**config.mk**
```make
export PLATFORM = sky130hd
export DESIGN_NAME = crs_sequencer
export DESIGN_NICKNAME = d
export VERILOG_FILES = /design/src/crs_pkg.sv /design/src/crs_sync.sv /design/src/crs_delay_timer.sv /design/src/crs_sequencer.sv
export VERILOG_INCLUDE_DIRS = /design/src /design/src/src
export SDC_FILE = /design/constraint.sdc
export NUM_CORES = 1
export LEC_CHECK = 0
export BUFFER_PORTS_ARGS = -buffer_cell sky130_fd_sc_hd__buf_2
export CAP_MARGIN = 25
export CORE_MARGIN = 8
export CORE_UTILIZATION = 50
export CTS_CLUSTER_SIZE = 24
export DETAILED_ROUTE_END_ITERATION = 8
export PLACE_DENSITY = 0.76
export SKIP_CTS_REPAIR_TIMING = 1
export SLEW_MARGIN = 40
export SYNTH_ARGS = -nofsm -noshare
export SYNTH_HDL_FRONTEND = slang
export SYNTH_HIERARCHICAL = 1
export SYNTH_SLANG_ARGS = --single-unit
```
**constraint.sdc**
```tcl
create_clock -name aclk -period 4.7 [get_ports aclk]
set_input_delay 0.47 -clock aclk [delete_from_list [all_inputs] [get_ports aclk]]
set_output_delay 0.47 -clock aclk [all_outputs]
set_load 0.01 [all_outputs]
```
**src/crs_defines.svh**
```systemverilog
/*
 crs_defines.svh: offsets, field positions, reset values and timing counts
 for the core reset and interrupt sequencer.
 Assumes inclusion by bare name from the sequencer sources.
*/
`ifndef CRS_DEFINES_SVH
`define CRS_DEFINES_SVH

// register byte offsets on the axi4-lite port
`define CRS_OFF_STATUS    8'h00
`define CRS_OFF_EXT_CTRL  8'h04
`define CRS_OFF_EXT_FLAG  8'h08
`define CRS_OFF_SHARED    8'h0c
`define CRS_OFF_PER_EN    8'h10
`define CRS_OFF_PER_FLAG  8'h14
`define CRS_OFF_PER_DATA  8'h18
`define CRS_OFF_STACK     8'h1c

// status register fields
`define CRS_ST_MASK       0
`define CRS_ST_WAIT       1
`define CRS_ST_HALT       2
`define CRS_ST_STAB       3
`define CRS_ST_RESET      4

// reset values and vectors
`define CRS_SP_HIGH       8'h01
`define CRS_SP_RESET      8'hff
`define CRS_TMR_INIT      16'hfffc
`define CRS_VEC_RESET     16'hfffe
`define CRS_VEC_TRAP      16'hfffc
`define CRS_VEC_EXT0      16'hfff0
`define CRS_VEC_PER0      16'hffea

// cpu clock cycle counts
`define CRS_RST_CYCLES    13'h1000
`define CRS_STAB_CYCLES   13'h1000

`define CRS_RESP_OKAY     2'h0
`define CRS_RESP_SLVERR   2'h2

`endif

```
**src/crs_pkg.sv**
```systemverilog
/*
 crs_pkg: sequencer state type.
 Assumes nothing of its surroundings.
*/
package crs_pkg;
   typedef enum logic [3:0] {
      CRS_RESET    = 4'h0,
      CRS_PIN_WAIT = 4'h1,
      CRS_STAB     = 4'h2,
      CRS_BOOT     = 4'h3,
      CRS_RUN      = 4'h4,
      CRS_WAIT     = 4'h5,
      CRS_HALT     = 4'h6,
      CRS_PUSH     = 4'h7,
      CRS_VECTOR   = 4'h8,
      CRS_POP      = 4'h9,
      CRS_POP_END  = 4'ha
   } crs_state_t;
endpackage

```
**src/crs_sync.sv**
```systemverilog
/*
 crs_sync: two flip-flop synchroniser, one bit per lane.
 Assumes inputs asynchronous to aclk; lanes are independent levels.
*/
`timescale 1ns/1ps
`default_nettype none
module crs_sync #(
   parameter int W = 1
) (
   input  wire logic         aclk,
   input  wire logic         aresetn,
   input  wire logic         ce,
   input  wire logic [W-1:0] d,
   output var  logic [W-1:0] q
);
   logic [W-1:0] meta;

   // meta feeds q only
   always_ff @(posedge aclk) begin
      if (!aresetn) begin
         meta <= '0;
         q    <= '0;
      end else if (ce) begin
         meta <= d;
         q    <= meta;
      end
   end
endmodule
`default_nettype wire

```
**src/crs_delay_timer.sv**
```systemverilog
/*
 crs_delay_timer: loadable down counter; expire pulses in the last cycle.
 Assumes start is a one-cycle request from the same clock.
*/
`timescale 1ns/1ps
`default_nettype none
module crs_delay_timer #(
   parameter int              CW   = 13,
   parameter logic [CW-1:0]   INIT = '1
) (
   input  wire logic          aclk,
   input  wire logic          aresetn,
   input  wire logic          ce,
   input  wire logic          start,
   input  wire logic [CW-1:0] load,
   output logic               expire
);
   logic [CW-1:0] cnt;
   logic [CW-1:0] next_cnt;

   // a load of n gives n cycles ending with expire
   assign next_cnt = start ? load : ((cnt != '0) ? cnt - CW'(1) : cnt);
   assign expire   = (cnt == CW'(1));

   always_ff @(posedge aclk) begin
      if (!aresetn) begin
         cnt <= INIT;
      end else if (ce) begin
         cnt <= next_cnt;
      end
   end
endmodule
`default_nettype wire

```
**src/crs_sequencer.sv**
```systemverilog
/*
 crs_sequencer: reset stretching, oscillator recovery, interrupt arbitration,
 context push, vector load and return for an 8-bit core.
 Assumes core strobes on aclk, a stack ram read in the same cycle,
 pins and power-on pulse asynchronous, axi4-lite master on aclk.
*/
// Our own choices: the register offsets and register access over AXI4-Lite.
// Function
// - reset held exactly 4096 cycles, mirrored on pin
// - stay in reset while pin held low
// - 4096 cycle recovery after power-on or halt
// - open-drain reset pin; external low resets
// - reset clears timer, loads fffc, inputs ports
// - reset loads stack 01ff, vector fffe, masks
// - wait or halt entry clears mask bit
// - reset clears latches, watchdog, port, peripheral registers
// - oscillator and timer clock stopped in reset, halt
// - finish instruction, push context, mask, load vector
// - return pops context, mask restored from stacked cc
// - maskable served only with mask clear, latched
// - fixed priority among simultaneous requests
// - trap served regardless of mask
// - any wakes wait; selected sources wake halt
// - edge latched, cleared on entering service
// - shared source ors participating pins
// - low participating pin blocks shared request
// - peripheral request needs enable and clear mask
// - flag cleared by zero write or sequence
// - clearing sequence drops a pending request
// - push low pc byte first, decrement after
`timescale 1ns/1ps
`default_nettype none
`include "crs_defines.svh"
module crs_sequencer #(
   parameter int          NEXT        = 4,
   parameter int          NSH         = 4,
   parameter int          NPER        = 4,
   parameter logic [3:0]  HALT_WAKE   = 4'h0,
   parameter logic [12:0] RST_CYCLES  = `CRS_RST_CYCLES,
   parameter logic [12:0] STAB_CYCLES = `CRS_STAB_CYCLES
) (
   input  wire logic        aclk,
   input  wire logic        aresetn,
   input  wire logic        ce,
   input  wire logic [7:0]  s_axi_awaddr,
   input  wire logic        s_axi_awvalid,
   output logic             s_axi_awready,
   input  wire logic [31:0] s_axi_wdata,
   input  wire logic [3:0]  s_axi_wstrb,
   input  wire logic        s_axi_wvalid,
   output logic             s_axi_wready,
   output logic [1:0]       s_axi_bresp,
   output logic             s_axi_bvalid,
   input  wire logic        s_axi_bready,
   input  wire logic [7:0]  s_axi_araddr,
   input  wire logic        s_axi_arvalid,
   output logic             s_axi_arready,
   output logic [31:0]      s_axi_rdata,
   output logic [1:0]       s_axi_rresp,
   output logic             s_axi_rvalid,
   input  wire logic        s_axi_rready,
   input  wire logic [2:0]  ded_pin,
   input  wire logic [3:0]  shared_pin,
   input  wire logic        reset_pin_in,
   output logic             reset_pin_out,
   output logic             reset_pin_oe_n,
   input  wire logic        por_in,
   input  wire logic        wdg_reset,
   input  wire logic [3:0]  per_req,
   input  wire logic        core_instr_done,
   input  wire logic        core_trap,
   input  wire logic        core_wfi,
   input  wire logic        core_halt,
   input  wire logic        core_return,
   input  wire logic        core_set_mask,
   input  wire logic        core_clr_mask,
   input  wire logic [15:0] core_pc,
   input  wire logic [7:0]  core_x,
   input  wire logic [7:0]  core_a,
   input  wire logic [7:0]  core_cc,
   input  wire logic [7:0]  stk_rdata,
   output logic             stk_we,
   output logic             stk_re,
   output logic [15:0]      stk_addr,
   output logic [7:0]       stk_wdata,
   output logic             core_reset,
   output logic             core_run,
   output logic             mask_i,
   output logic             vec_load,
   output logic [15:0]      vec_addr,
   output logic             restore_valid,
   output logic [15:0]      restore_pc,
   output logic [7:0]       restore_x,
   output logic [7:0]       restore_a,
   output logic [7:0]       restore_cc,
   output logic             osc_en,
   output logic             tmr_clk_en,
   output logic             periph_reset,
   output logic [15:0]      tmr_init_value
);
   localparam int W = NSH + NEXT + 1;

   crs_pkg::crs_state_t state;
   crs_pkg::crs_state_t next_state;

   logic [W-1:0]    sync_q;
   logic [NEXT-1:0] ext_en;
   logic [NEXT-1:0] ext_rise;
   logic [NEXT-1:0] ext_flag;
   logic [NEXT-1:0] lvl_prev;
   logic [NSH-1:0]  sh_en;
   logic [NPER-1:0] per_en;
   logic [NPER-1:0] per_flag;
   logic [NPER-1:0] per_armed;
   logic [7:0]      sp_lo;
   logic            por_seen;
   logic            halt_exit;
   logic [39:0]     ctx;
   logic [39:0]     pop_sh;
   logic [2:0]      step;
   logic [4:0]      svc_src;
   logic            svc_trap;
   logic            aw_hold;
   logic            w_hold;
   logic [7:0]      aw_q;
   logic [31:0]     w_q;
   logic            ws_q;

   function automatic logic [4:0] pick(input logic [NEXT-1:0] e, input logic [NPER-1:0] p);
      logic [4:0] r;
      r = 5'h00;
      for (int k = NPER - 1; k >= 0; k--) if (p[k]) r = 5'(NEXT + k);
      for (int k = 0; k < NEXT; k++) if (e[k]) r = 5'(k);
      return r;
   endfunction

   function automatic logic [15:0] vec_of(input logic [4:0] s);
      logic [15:0] off;
      off = {10'h000, s, 1'b0};
      if (s < 5'(NEXT)) return `CRS_VEC_EXT0 + off;
      return `CRS_VEC_PER0 - off + 16'(2 * NEXT);
   endfunction

   function automatic logic mapped(input logic [7:0] a);
      return (a[1:0] == 2'h0) && (a <= `CRS_OFF_STACK);
   endfunction

   // por, pin, then interrupt pins, all through two flops
   crs_sync #(.W(W)) u_sync (
      .aclk    (aclk),
      .aresetn (aresetn),
      .ce      (ce),
      .d       ({por_in, reset_pin_in, ded_pin, shared_pin}),
      .q       (sync_q)
   );

   wire              por_s = sync_q[W-1];
   wire              pin_s = sync_q[W-2];
   wire [NEXT-2:0]   ded_s = sync_q[NSH +: NEXT-1];
   wire [NSH-1:0]    sh_s  = sync_q[NSH-1:0];

   // shared source: or of participating pins, any low one blocks rising
   wire              sh_or  = |(sh_s & sh_en);
   wire              sh_low = |(~sh_s & sh_en);
   wire [NEXT-1:0]   lvl    = {ded_s, sh_or};
   wire [NEXT-1:0]   blk    = {{(NEXT-1){1'b0}}, sh_low};
   wire [NEXT-1:0]   ext_hit = (ext_rise & ~lvl_prev & lvl & ~blk)
                             | (~ext_rise & lvl_prev & ~lvl);

   wire [NEXT-1:0]   ext_pend  = ext_flag & ext_en;
   wire [NPER-1:0]   per_pend  = per_flag & per_en;
   wire              mask_pend = |ext_pend | |per_pend;
   wire              halt_wake = |ext_pend | |(per_pend & HALT_WAKE);
   wire [4:0]        sel       = pick(ext_pend, per_pend);

   wire in_rst   = (state == crs_pkg::CRS_RESET);
   wire rst_any  = por_s | wdg_reset | (~pin_s & (state != crs_pkg::CRS_PIN_WAIT));
   wire take     = (state == crs_pkg::CRS_RUN) & core_instr_done
                 & (core_trap | (mask_pend & ~mask_i));
   wire go_svc   = (next_state == crs_pkg::CRS_PUSH) & (state != crs_pkg::CRS_PUSH);
   wire lp_entry = (state == crs_pkg::CRS_RUN)
                 & ((next_state == crs_pkg::CRS_WAIT) | (next_state == crs_pkg::CRS_HALT));
   wire tmr_exp;
   wire tmr_start = (next_state != state)
                  & ((next_state == crs_pkg::CRS_RESET) | (next_state == crs_pkg::CRS_STAB));
   wire [12:0] tmr_load = (next_state == crs_pkg::CRS_RESET) ? RST_CYCLES : STAB_CYCLES;

   crs_delay_timer #(.CW(13), .INIT(RST_CYCLES)) u_timer (
      .aclk    (aclk),
      .aresetn (aresetn),
      .ce      (ce),
      .start   (tmr_start),
      .load    (tmr_load),
      .expire  (tmr_exp)
   );

   always_comb begin
      next_state = state;
      unique case (state)
         crs_pkg::CRS_RESET:    if (tmr_exp) next_state = crs_pkg::CRS_PIN_WAIT;
         crs_pkg::CRS_PIN_WAIT: if (pin_s) begin
            next_state = por_seen ? crs_pkg::CRS_STAB : crs_pkg::CRS_BOOT;
         end
         crs_pkg::CRS_STAB: if (tmr_exp) begin
            if (!halt_exit) next_state = crs_pkg::CRS_BOOT;
            else if (mask_pend) next_state = crs_pkg::CRS_PUSH;
            else next_state = crs_pkg::CRS_RUN;
         end
         crs_pkg::CRS_BOOT:     next_state = crs_pkg::CRS_RUN;
         crs_pkg::CRS_RUN: begin
            if (take) next_state = crs_pkg::CRS_PUSH;
            else if (core_return) next_state = crs_pkg::CRS_POP;
            else if (core_wfi) next_state = crs_pkg::CRS_WAIT;
            else if (core_halt) next_state = crs_pkg::CRS_HALT;
         end
         crs_pkg::CRS_WAIT:     if (mask_pend) next_state = crs_pkg::CRS_PUSH;
         crs_pkg::CRS_HALT:     if (halt_wake) next_state = crs_pkg::CRS_STAB;
         crs_pkg::CRS_PUSH:     if (step == 3'h4) next_state = crs_pkg::CRS_VECTOR;
         crs_pkg::CRS_VECTOR:   next_state = crs_pkg::CRS_RUN;
         crs_pkg::CRS_POP:      if (step == 3'h4) next_state = crs_pkg::CRS_POP_END;
         crs_pkg::CRS_POP_END:  next_state = crs_pkg::CRS_RUN;
         default:               next_state = crs_pkg::CRS_RESET;
      endcase
      if (!in_rst && rst_any) next_state = crs_pkg::CRS_RESET;
   end

   always_ff @(posedge aclk) begin
      if (!aresetn) begin
         state     <= crs_pkg::CRS_RESET;
         por_seen  <= 1'b1;
         halt_exit <= 1'b0;
      end else if (ce) begin
         state <= next_state;
         if (next_state == crs_pkg::CRS_RESET && !in_rst) por_seen <= por_s;
         if (state == crs_pkg::CRS_HALT) halt_exit <= 1'b1;
         else if (state != crs_pkg::CRS_STAB) halt_exit <= 1'b0;
      end
   end

   // mask bit: reset sets, service sets, low-power entry clears
   always_ff @(posedge aclk) begin
      if (!aresetn) begin
         mask_i <= 1'b1;
      end else if (ce) begin
         if (in_rst) mask_i <= 1'b1;
         else if (state == crs_pkg::CRS_VECTOR) mask_i <= 1'b1;
         else if (lp_entry) mask_i <= 1'b0;
         else if (state == crs_pkg::CRS_POP_END) mask_i <= pop_sh[11];
         else if (core_set_mask) mask_i <= 1'b1;
         else if (core_clr_mask) mask_i <= 1'b0;
      end
   end

   // context: pcl first at sp, pointer decremented after each byte
   always_ff @(posedge aclk) begin
      if (!aresetn) begin
         sp_lo     <= `CRS_SP_RESET;
         step      <= 3'h0;
         ctx       <= '0;
         pop_sh    <= '0;
         svc_src   <= 5'h00;
         svc_trap  <= 1'b0;
         stk_we    <= 1'b0;
         stk_re    <= 1'b0;
         stk_addr  <= 16'h0000;
         stk_wdata <= 8'h00;
      end else if (ce) begin
         stk_we <= (state == crs_pkg::CRS_PUSH);
         stk_re <= (state == crs_pkg::CRS_POP);
         step   <= (state == next_state) ? step + 3'h1 : 3'h0;
         if (in_rst) sp_lo <= `CRS_SP_RESET;
         if (go_svc) begin
            svc_src  <= sel;
            svc_trap <= take & core_trap;
            ctx      <= {core_cc[7:4], mask_i, core_cc[2:0], core_a, core_x, core_pc};
         end
         if (state == crs_pkg::CRS_PUSH) begin
            stk_addr  <= {`CRS_SP_HIGH, sp_lo};
            stk_wdata <= ctx[7:0];
            ctx       <= {8'h00, ctx[39:8]};
            sp_lo     <= sp_lo - 8'h01;
         end
         if (state == crs_pkg::CRS_POP) begin
            stk_addr <= {`CRS_SP_HIGH, sp_lo + 8'h01};
            sp_lo    <= sp_lo + 8'h01;
         end
         // cc lands first and sits one byte up until pcl arrives
         if (stk_re) pop_sh <= {stk_rdata, pop_sh[39:8]};
      end
   end

   always_ff @(posedge aclk) begin
      if (!aresetn) begin
         vec_load      <= 1'b0;
         vec_addr      <= 16'h0000;
         restore_valid <= 1'b0;
      end else if (ce) begin
         vec_load      <= (state == crs_pkg::CRS_BOOT) | (state == crs_pkg::CRS_VECTOR);
         restore_valid <= (state == crs_pkg::CRS_POP_END);
         if (state == crs_pkg::CRS_BOOT) vec_addr <= `CRS_VEC_RESET;
         else if (state == crs_pkg::CRS_VECTOR) begin
            vec_addr <= svc_trap ? `CRS_VEC_TRAP : vec_of(svc_src);
         end
      end
   end

   assign restore_pc     = {pop_sh[31:24], pop_sh[39:32]};
   assign restore_x      = pop_sh[23:16];
   assign restore_a      = pop_sh[15:8];
   assign restore_cc     = pop_sh[7:0];
   assign core_reset     = in_rst | (state == crs_pkg::CRS_PIN_WAIT);
   assign core_run       = (state == crs_pkg::CRS_RUN);
   assign reset_pin_out  = 1'b0;
   assign reset_pin_oe_n = ~in_rst;
   assign osc_en         = ~(in_rst | (state == crs_pkg::CRS_HALT));
   assign tmr_clk_en     = ~(in_rst | (state == crs_pkg::CRS_HALT));
   assign periph_reset   = in_rst;
   assign tmr_init_value = `CRS_TMR_INIT;

   // axi4-lite slave: one write and one read at a time
   assign s_axi_awready = ce & ~aw_hold & ~s_axi_bvalid;
   assign s_axi_wready  = ce & ~w_hold & ~s_axi_bvalid;
   assign s_axi_arready = ce & ~s_axi_rvalid;

   wire        wr_go   = aw_hold & w_hold & ~s_axi_bvalid;
   wire        wr_ok   = wr_go & ws_q;
   wire        rd_go   = s_axi_arvalid & s_axi_arready;
   wire        wr_ext  = wr_ok & (aw_q == `CRS_OFF_EXT_CTRL);
   wire        wr_eflg = wr_ok & (aw_q == `CRS_OFF_EXT_FLAG);
   wire        wr_sh   = wr_ok & (aw_q == `CRS_OFF_SHARED);
   wire        wr_pen  = wr_ok & (aw_q == `CRS_OFF_PER_EN);
   wire        wr_pflg = wr_ok & (aw_q == `CRS_OFF_PER_FLAG);
   wire        acc_pst = wr_pflg | (rd_go & (s_axi_araddr == `CRS_OFF_PER_FLAG));
   wire        acc_pdt = (wr_ok & (aw_q == `CRS_OFF_PER_DATA))
                       | (rd_go & (s_axi_araddr == `CRS_OFF_PER_DATA));
   wire [NEXT-1:0] clr_svc = ((state == crs_pkg::CRS_VECTOR) && !svc_trap && svc_src < 5'(NEXT))
                           ? NEXT'(1) << svc_src : '0;
   wire [NEXT-1:0] clr_esw = wr_eflg ? ~w_q[NEXT-1:0] : '0;
   wire [NPER-1:0] clr_psw = wr_pflg ? ~w_q[NPER-1:0] : '0;
   wire [NPER-1:0] clr_seq = acc_pdt ? per_armed : '0;

   wire [31:0] status_w = {27'h0, in_rst, (state == crs_pkg::CRS_STAB),
                           (state == crs_pkg::CRS_HALT), (state == crs_pkg::CRS_WAIT), mask_i};
   wire [31:0] rd_val =
      (s_axi_araddr == `CRS_OFF_STATUS)   ? status_w :
      (s_axi_araddr == `CRS_OFF_EXT_CTRL) ? {{(32-2*NEXT){1'b0}}, ext_rise, ext_en} :
      (s_axi_araddr == `CRS_OFF_EXT_FLAG) ? {{(32-NEXT){1'b0}}, ext_flag} :
      (s_axi_araddr == `CRS_OFF_SHARED)   ? {{(32-NSH){1'b0}}, sh_en} :
      (s_axi_araddr == `CRS_OFF_PER_EN)   ? {{(32-NPER){1'b0}}, per_en} :
      (s_axi_araddr == `CRS_OFF_PER_FLAG) ? {{(32-NPER){1'b0}}, per_flag} :
      (s_axi_araddr == `CRS_OFF_STACK)    ? {16'h0000, `CRS_SP_HIGH, sp_lo} : 32'h0000_0000;

   always_ff @(posedge aclk) begin
      if (!aresetn) begin
         aw_hold      <= 1'b0;
         w_hold       <= 1'b0;
         aw_q         <= 8'h00;
         w_q          <= 32'h0000_0000;
         ws_q         <= 1'b0;
         s_axi_bvalid <= 1'b0;
         s_axi_bresp  <= `CRS_RESP_OKAY;
         s_axi_rvalid <= 1'b0;
         s_axi_rdata  <= 32'h0000_0000;
         s_axi_rresp  <= `CRS_RESP_OKAY;
      end else if (ce) begin
         if (s_axi_awvalid && s_axi_awready) begin
            aw_hold <= 1'b1;
            aw_q    <= s_axi_awaddr;
         end
         if (s_axi_wvalid && s_axi_wready) begin
            w_hold <= 1'b1;
            w_q    <= s_axi_wdata;
            ws_q   <= s_axi_wstrb[0];
         end
         if (wr_go) begin
            aw_hold      <= 1'b0;
            w_hold       <= 1'b0;
            ws_q         <= ws_q & mapped(aw_q);
            s_axi_bvalid <= 1'b1;
            s_axi_bresp  <= mapped(aw_q) ? `CRS_RESP_OKAY : `CRS_RESP_SLVERR;
         end else if (s_axi_bready) begin
            s_axi_bvalid <= 1'b0;
         end
         if (rd_go) begin
            s_axi_rvalid <= 1'b1;
            s_axi_rdata  <= rd_val;
            s_axi_rresp  <= mapped(s_axi_araddr) ? `CRS_RESP_OKAY : `CRS_RESP_SLVERR;
         end else if (s_axi_rready) begin
            s_axi_rvalid <= 1'b0;
         end
      end
   end

   // request latches: a new edge or request wins over any clear except reset
   always_ff @(posedge aclk) begin
      if (!aresetn || (ce && in_rst)) begin
         ext_en    <= '0;
         ext_rise  <= '0;
         ext_flag  <= '0;
         sh_en     <= '0;
         per_en    <= '0;
         per_flag  <= '0;
         per_armed <= '0;
         lvl_prev  <= '0;
      end else if (ce) begin
         lvl_prev <= lvl;
         ext_flag <= (ext_flag & ~clr_esw & ~clr_svc) | ext_hit;
         per_flag <= (per_flag & ~clr_psw & ~clr_seq) | per_req;
         if (acc_pst) per_armed <= per_flag;
         else if (acc_pdt) per_armed <= '0;
         if (wr_ext) begin
            ext_en   <= w_q[NEXT-1:0];
            ext_rise <= w_q[2*NEXT-1:NEXT];
         end
         if (wr_sh) sh_en <= w_q[NSH-1:0];
         if (wr_pen) per_en <= w_q[NPER-1:0];
      end
   end
endmodule
`default_nettype wire

```
### Yosys cells after proc, flatten, opt, wreduce, memory -nomap -nowiden

Cells that the tools add are included.

* bits in registers: 268
* bits of input ports: 129
* output and inout port bits: 149
* word-level logic and storage cells: 290

* add/subtract/negate cells: 7
* $lt $le $gt $ge: 3
* equal/unequal tests: 34
* shift-type cells: 1
* mux-type cells: 77
* bitwise gates (word level): 71
* reductions and logical operators: 59

Operators with widths (number)
* $mux 16: 7
* $mux 40: 2
* $mux 4: 18
* $mux 9: 7
* $eq 8x5->1 const B: 7
* $and 4x4->4: 13
* $reduce_and 2->1: 23
* $not 4->4: 9
* $pmux 4 s9: 1
* $eq 8x4->1 const B: 4
* $eq 4x3->1 const B: 7
* $and 1x1->1: 26
* $mux 13: 2
* $mux 1: 24
* $mux 8: 3
* $mux 3: 7
* $reduce_bool 2->1: 10
* $eq 8x3->1 const B: 2
* $le 8x5->1 const B: 2
* $reduce_or 4->1: 4
* $mux 5: 3
* $eq 13x1->1 const B: 1
* $reduce_bool 13->1: 1
* $sub 13x1->13 const B: 1
* 31 further kinds: 68

### Longest topological paths before layout

Gate-level depths: netlist of the first run.

* word-level depth: 15
* gate-level depth with buffers: 16
* mapped depth without buffers: 14

### Cells and area by module

The synthesis of the first run kept the hierarchy.

By module, submodules not included
* crs_sequencer: times used 1, cells each 1157, area an instance 9497.9 um^2, seq. area each 3843.7 um^2
* crs_delay_timer: times used 1, cells each 111, area an instance 894.6 um^2, seq. area each 260.2 um^2
* crs_sync: times used 1, cells each 57, area an instance 688.2 um^2, seq. area each 360.3 um^2

### Worst setup path before layout of the first run

OpenSTA, ideal clock, no wires.

* path type: reg-to-reg
* start point: register u_timer.cnt[7]
* end point: register u_timer.cnt[6]
* library setup time: 119 ps
* arrival time: 3844 ps
* required time: 4581 ps
* path slack: 737 ps
* cell stages (with the launch flop): 15
* path buffers: 2
* clock period less this slack: 3963 ps
* cells stage by stage: dfxtp_1 or4_1 buf_2 nor4_1 a21o_1 a21oi_1 o221ai_1 o22a_1 o32a_1 a21oi_1 or4b_2 o41ai_4 buf_6 nor2_1 o221a_1

* word-level cells in the longest chain between the ends: 9
* elaborated cells on any way between the ends: 14
* those cells by class: eq/ne: 3; mux: 5; bitwise: 2; reduce/logical: 4

Ends and longest elaborated chain
* from (decl): RTL line crs_delay_timer.sv:18 `logic [CW-1:0] cnt;`
* from (signal assigned): RTL line crs_delay_timer.sv:29 `cnt <= next_cnt;`
* $eq 13x1->1 (*): RTL line crs_delay_timer.sv:23 `assign expire = (cnt == CW'(1));`
* named net tmr_exp: RTL line crs_sequencer.sv:183 `wire tmr_exp;`
* $mux 4, on equally long branches: RTL line crs_sequencer.sv:204, crs_sequencer.sv:200
* $pmux 4 s9 (*): RTL line crs_sequencer.sv:199 `unique case (state)`
* $mux 4 (*): RTL line crs_sequencer.sv:224 `if (!in_rst && rst_any) next_state = crs_pkg::CRS_RESET;`
* $eq 4x2->1 / $logic_not 4->1 (equally long branches): RTL line crs_sequencer.sv:185 `& ((next_state == crs_pkg::CRS_RESET) | (next_state == crs_pkg::CRS_STAB));`
* $or 1x1->1: RTL line crs_sequencer.sv:185
* $and 1x1->1 (*): RTL line crs_sequencer.sv:185
* named net tmr_start: RTL line crs_sequencer.sv:184 `wire tmr_start = (next_state != state)`
* $reduce_bool 2->1 (no line)
* $reduce_and 2->1 (no line)

The timed path passes the listed nets; every way through them passes the cells marked *.
A chain may end at the register's enable or synchronous reset.

### Worst setup path in the final report of the first run

* start point: register u_timer.cnt[7]
* end point: register u_timer.cnt[1]

The elaborated chain is that of the path after synthesis.

==> impl_metrics.env, run 1 <==
export IMPL_synth_top_family_by_area="simple AND/OR/NAND/NOR gates"
export IMPL_yosys_most_used_dff="dfxtp_1"
export IMPL_yosys_warnings=6
export IMPL_die_h_um=165
export IMPL_rr_endpoint="u_timer/cnt[1]"
export IMPL_ys_seq_area_share_pct=40.3
export IMPL_finalSetupTns_ns=0
export IMPL_ioPinCount=278
export IMPL_power_static_leakage_nw=5.74
export IMPL_grt_pass1_vias=9024
export IMPL_finalWeightedCongestion=0.922
export IMPL_final_min_clock_period_ns=4.36
export IMPL_synthArstFlopShare_pct=0
export IMPL_via_count=9814
export IMPL_num_rows=54
export IMPL_worstSetupPathType="reg2reg"
export IMPL_pwr_share_clk_pct=43.0
export IMPL_clock_sinks=223
export IMPL_tightest_slew_ns=0.778
export IMPL_start_util_pct=50.8
export IMPL_worstSetupStartpointType="flop"
export IMPL_arrival_ns=4.77
export IMPL_synth_edf_count=0
export IMPL_vias_per_cell=5.48
export IMPL_ff2ff_path_depth=14
export IMPL_synth_xor_area_share_pct=0.790
export IMPL_antenna_found_initial=4
export IMPL_p_per_area_nw_per_um2=349
export IMPL_syn_inst=1325
export IMPL_ant_nets=0
export IMPL_gr_total_overflow=0
export IMPL_cts_tree="yes"
export IMPL_fmax_ghz=0.229
export IMPL_slew_headroom_pct=48.1
export IMPL_max_vdd_ir_drop_mv=0.290
export IMPL_grt_pass1_wl_um=45500
export IMPL_skew_ns=0.00756
export IMPL_cap_violations=0
export IMPL_hold_slack_ns=0.206
export IMPL_fp_dieW_um=165
export IMPL_drc_errors=0
export IMPL_fin_nets=1625
export IMPL_drt_pre_antenna_iters=5
export IMPL_finalWirelength_um=29100
export IMPL_io_buffers=199
export IMPL_fin_crit_sh_pct=92.8
export IMPL_cp_end_kind="flop"
export IMPL_dieArea_um2=27200
export IMPL_yosys_area_share_simple_pct=22.8
export IMPL_maxSlewViolCount=0
export IMPL_drive_gt1_share_pct=19.2
export IMPL_wl_per_cell_um=16.2
export IMPL_avgSynthCellArea_um2=8.36
export IMPL_numCtsBuffers=26
export IMPL_power_share_sequential_pct=45.2
export IMPL_crit_fanout=11
export IMPL_synth_seq_cells=223
export IMPL_status="complete, no violations"
export IMPL_hpwl_um=20900
export IMPL_whs_path_depth=3
export IMPL_hold_path_class="in2reg"
export IMPL_drtIter0Drc=834
export IMPL_synthToLayoutAreaGrowth_pct=16.0
export IMPL_hold_viol_final=0
export IMPL_r2r_start="u_timer/cnt[7]"
export IMPL_ctsHtreeMaxLevel=1
export IMPL_required_ns=5.10
export IMPL_grt_use_total_pct=20.1
export IMPL_cts_reportedPaths_clkPinSlew_ns=0.06
export IMPL_yosys_cell_types_count=88
export IMPL_synth_compound_area_share_pct=22.2
export IMPL_grt_max_degree=91
export IMPL_synth_mux_area_fraction_pct=4.36
export IMPL_hold_path_end="aw_q[7]"
export IMPL_synth_fa_ha_area_share_pct=0.790
export IMPL_cts_buffer_depth=3
export IMPL_clock_latency_ns=0.52
export IMPL_r2r_slack_ns=0.34
export IMPL_switching_share_pct=25.6
export IMPL_core_area_um2=21800
export IMPL_setup_viol=0
export IMPL_combPwrFrac_pct=11.9
export IMPL_syn_area_um2=11100
export IMPL_switching_power_w=0.00115
export IMPL_rsz0062_at_grt="no"
export IMPL_root_buffer="clkbuf_16"
export IMPL_p_int_w=0.00334
export IMPL_hold_start="s_axi_awaddr[7]"
logic make-up after synthesis:
family,count (synthesis)
AND/OR/NAND/NOR,534
AO/OA/AOI/OAI,326
flip-flops,223
buffers and inverters,175
multiplexers,48
XOR/XNOR,10
adder cells (fa/ha/maj),7
other,2
layout make-up:
class | count | area (um2)
clock inverters | 6 | 61.3
well taps | 280 | 350
clock buffers | 41 | 758
diodes | 4 | 10.0
flip-flops and latches | 223 | 4460
fillers | 1990 | 8970
repair buffers | 225 | 1200
multi-input cells | 988 | 5920
inverters | 25 | 93.8
through the flow:
stage          area (um2)  cells  setup WS [ns]  util (%)  total power [W]
4_1_cts             12800   1788          0.265      58.8          0.00451
6_report            12900   1792          0.338      58.9          0.00448
2_1_floorplan       11300   1386          0.737         -          0.00248
3_5_place_dp        12000   1741          0.301      55.0          0.00259
5_1_grt             12900   1792         0.0497      58.9          0.00468
3_3_place_gp        12000   1740          0.351      54.9          0.00258
synthesized netlist by cell type (6+ instances only):
cell type	instances	area (um2)
mux2i_1	46	460
buf_4	66	495
o22ai_1	7	43.8
inv_1	24	90.1
nand2b_1	9	56.3
nand3_1	50	250
a21boi_0	75	563
o211ai_1	16	120
ha_1	7	87.6
a31oi_1	6	37.5
nor2_1	79	297
nor4_1	7	43.8
o31ai_1	9	67.6
buf_2	6	30.0
nor2b_1	36	225
o21ai_0	34	170
o211a_1	44	440
clkbuf_1	69	259
nand2_1	264	991
dfxtp_1	223	4460
a21oi_1	45	225
xnor2_1	7	61.3
a22oi_1	30	225
nor3b_1	7	52.6
and2_1	8	50.1
a221oi_1	6	52.6
nor3_1	20	100
layout by cell type (no fill, tap or decap), types with 5 or more instances in the layout:
cell       synthesis  final
nand2_1          264    264
a31oi_1            6      6
a21boi_0          75     75
a21oi_1           45     44
conb_1             2     63
o22ai_1            7      7
or3_1              5      5
nand3_1           50     50
o31ai_1            9      9
dfxtp_1          223    223
a22oi_1           30     30
o211ai_1          16     16
mux2i_1           46     46
and2_1             8      8
nor4_1             7      6
nand2b_1           9      9
buf_2              6    198
nor2b_1           36     36
clkbuf_16          0     27
and3b_1            5      5
nor3_1            20     19
xnor2_1            7      7
nand4_1            5      5
nor3b_1            7      7
inv_1             24     24
buf_4             66     26
or2_2              5      5
nor2_1            79     78
ha_1               7      7
o21ai_0           34     34
clkbuf_1          69     11
a221oi_1           6      6
o211a_1           44     44
how the worst max path moves through the flow:
stage	from	end	slack (ns)	cells after the start
2_1_floorplan	u_timer/cnt[7]	u_timer/cnt[6]	0.74	14
3_3_place_gp	u_timer/cnt[7]	u_timer/cnt[1]	0.35	14
3_5_place_dp	u_timer/cnt[7]	u_timer/cnt[1]	0.30	14
4_1_cts	u_timer/cnt[7]	u_timer/cnt[1]	0.26	14
5_1_grt	u_timer/cnt[7]	u_timer/cnt[1]	0.05	14
6_report	u_timer/cnt[7]	u_timer/cnt[1]	0.34	14
state kept, by name, indices dropped and copies added (netlist names), 5 cells and up:
name / flops
ctx: 40
pop_sh: 40
u_timer/cnt: 13
s_axi_rdata: 9
stk_addr: 9
u_sync/meta: 9
u_sync/q: 9
aw_q: 8
sp_lo: 8
stk_wdata: 8
w_q: 8
vec_addr: 5
power by group through the flow:
stage	clock (W)	combinational, W	sequential (W)
after floorplan	0	0.000436	0.00204
after global placement	0	0.000518	0.00206
after detailed placement	0	0.000524	0.00206
after CTS	0.00196	0.000527	0.00202
after global routing	0.00204	0.000597	0.00204
final	0.00193	0.000533	0.00203
critical path, stage by stage (launching register included):
cell	delay [ns]
dfxtp_1	0.36
or4_1	0.69
nor4_1	0.32
buf_4	0.18
a21o_1	0.13
a21oi_1	0.06
o221ai_1	0.31
o22a_1	0.20
o32a_1	0.21
a21oi_1	0.10
or4b_2	0.67
o41ai_4	0.53
buf_4	0.26
mux2i_1	0.18
nor2_1	0.05
layer usage:
metal	vias up	global-route usage, %	share of wire [%]
met3	56	4.66	8.1
met5	-	0	0
li1	4883	-	-
met2	327	32.5	47
met1	4548	25.6	42
met4	0	7.62	2.8
No activity file was read; power rests on OpenSTA's default activity.
==> inputs of run 2 (changes only) <==
--- a/config.mk
+++ b/config.mk
@@ -8,6 +8,7 @@
 export LEC_CHECK = 0
 export BUFFER_PORTS_ARGS = -buffer_cell sky130_fd_sc_hd__buf_2
 export CAP_MARGIN = 25
+export CORE_ASPECT_RATIO = 1.4
 export CORE_MARGIN = 8
 export CORE_UTILIZATION = 50
 export CTS_CLUSTER_SIZE = 24
==> run 2 against run 1 <==
Compared with the run above: worst hold slack worse by 0.015 ns; critical path depth is the same; final cell count is 0.39% higher; clock power down 6%; flip-flop and latch count unchanged; sequential power barely moved; routed wire length increased by 1.7%; non-clock buffer count unchanged; utilization down 0.17 points; via count is essentially flat; register-to-register slack lost 0.04 ns; largest cell class unchanged.
==> impl_metrics.env, run 2 (synthesized netlist as in run 1, its figures left out) <==
export IMPL_skew_ns=0.0266
export IMPL_crit_fanout=19
export IMPL_finalSetupTns_ns=0
export IMPL_drc_errors=0
export IMPL_layout_common_cells="nand2_1, dfxtp_1, buf_2"
export IMPL_via_count=9812
export IMPL_fp_dieW_um=142
export IMPL_rsz0062_at_grt="no"
export IMPL_cts_tree="yes"
export IMPL_r2r_start="u_timer/cnt[7]"
export IMPL_hpwl_um=21100
export IMPL_maxSlewViolCount=0
export IMPL_worstSetupStartpointType="flop"
export IMPL_start_util_pct=50.9
export IMPL_r2r_slack_ns=0.30
export IMPL_core_area_um2=21800
export IMPL_grt_use_total_pct=21.0
export IMPL_ctsHtreeMaxLevel=1
export IMPL_fillers=2032
export IMPL_antenna_found_initial=3
export IMPL_setup_viol=0
export IMPL_cap_violations=0
export IMPL_slew_headroom_pct=51.4
export IMPL_ff2ff_path_depth=14
export IMPL_max_vdd_ir_drop_mv=0.323
export IMPL_endpoint="u_timer/cnt[9]"
export IMPL_synthToLayoutAreaGrowth_pct=15.5
export IMPL_required_ns=5.10
export IMPL_power_static_leakage_nw=5.69
export IMPL_grt_pass1_wl_um=47400
export IMPL_num_rows=64
export IMPL_fmax_ghz=0.227
export IMPL_arrival_ns=4.80
export IMPL_dieArea_um2=27200
export IMPL_instances_no_fill=1799
export IMPL_gr_total_overflow=0
export IMPL_tightest_slew_ns=0.724
export IMPL_ant_nets=0
export IMPL_clock_sinks=223
export IMPL_p_total_w=0.00436
export IMPL_final_min_clock_period_ns=4.40
export IMPL_finalWirelength_um=29600
export IMPL_top_regs="ctx: 40 flops, pop_sh: 40 flops, u_timer/cnt: 13 flops"
export IMPL_p_per_area_nw_per_um2=341
export IMPL_crit_start="u_timer/cnt[7]"
export IMPL_vias_per_cell=5.45
export IMPL_rr_endpoint="u_timer/cnt[9]"
export IMPL_die_h_um=192
export IMPL_grt_max_degree=81
export IMPL_ioPinCount=278
export IMPL_worstSetupPathType="reg2reg"
export IMPL_drt_pre_antenna_iters=5
export IMPL_whs_path_depth=3
export IMPL_clock_latency_ns=0.53
export IMPL_root_buffer="clkbuf_16"
export IMPL_fin_crit_sh_pct=93.6
export IMPL_hold_viol_final=0
export IMPL_drive_gt1_share_pct=19.1
export IMPL_stdcell_area_um2=12800
export IMPL_grt_pass1_vias=9420
export IMPL_layout_commonest_cell="nand2_1"
export IMPL_dp_cells=1758
export IMPL_status="complete, no violations"
export IMPL_cts_buffer_depth=3
export IMPL_cp_end_kind="flop"
export IMPL_wl_per_cell_um=16.4
export IMPL_numCtsBuffers=22
export IMPL_io_buffers=199
export IMPL_fin_nets=1621
export IMPL_finalWeightedCongestion=0.926
export IMPL_drtIter0Drc=583
export IMPL_hold_path_class="in2reg"
export IMPL_cts_reportedPaths_clkPinSlew_ns=0.06
export IMPL_placed_cell_area_um2=12000
-- run 2: cell types whose count changed in the layout (fill, tap and decap cells not counted), moves of 2 or more --
| cell | previous run | this run |
|---|---|---|
| clkbuf_16 | 27 | 22 |
| clkinvlp_4 | 0 | 3 |
| clkbuf_8 | 3 | 5 |
| clkinv_2 | 4 | 2 |
| clkbuf_1 | 11 | 4 |
| diode_2 | 4 | 2 |
-- run 2: final cells by class --
type                            count  area, um2  share of cell area (%)
Antenna cell                        2       5.00                  0.0391
Timing Repair Buffer              225       1210                    9.46
Inverter                           25       93.8                   0.733
Tap cell                          297        372                    2.90
Clock buffer                       31        634                    4.96
Multi-Input combinational cell    988       5910                    46.2
Clock inverter                      8        109                   0.851
Sequential cell                   223       4460                    34.9
-- run 2: how the worst min path moves through the flow --
stage | start | to | slack, ns
finish | per_req[2] | per_flag[2] | 0.19
global route | s_axi_wdata[1] | w_q[1] | 0.19
CTS | per_req[2] | per_flag[2] | 0.18
detailed placement | s_axi_rdata[8] | s_axi_rdata[8] | 0.45
global placement | stk_addr[8] | stk_addr[8] | 0.44
floorplan | aw_q[7] | aw_q[7] | 0.44
-- run 2: through the flow --
stage | util, % | hold WS, ns | setup WS [ns]
2_1_floorplan | - | 0.438 | 0.737
3_3_place_gp | 55.2 | 0.444 | 0.400
3_5_place_dp | 55.3 | 0.454 | 0.318
4_1_cts | 58.7 | 0.179 | 0.303
5_1_grt | 58.7 | 0.191 | 0.0497
6_report | 58.7 | 0.191 | 0.300
-- run 2: worst max-delay path: stages, from the launching register on --
cell      delay (ns)
dfxtp_1         0.36
or4_1           0.69
nor4_1          0.32
buf_4           0.19
a21o_1          0.14
a21oi_1         0.07
o221ai_1        0.33
o22a_1          0.21
o32a_1          0.22
a21oi_1         0.10
or4b_2          0.66
o41ai_4         0.45
buf_12          0.22
nor3_1          0.07
o221a_2         0.26
-- run 2: where the power goes --
part / switching, W / internal [W] / total, W
Clock: 0.000754 / 0.00105 / 0.00181
Sequential: 0.0000690 / 0.00195 / 0.00202
Combinational: 0.000308 / 0.000224 / 0.000531
Total: 0.00113 / 0.00323 / 0.00436
-- run 2: per-layer routing --
metal  up-vias  track usage (%)  routed length, um
met1      4552             24.1              12000
met5         -                0                 12
met3        61             4.20               2160
met2       331             37.6              14500
li1       4866                -                  -
met4         2             8.16                894
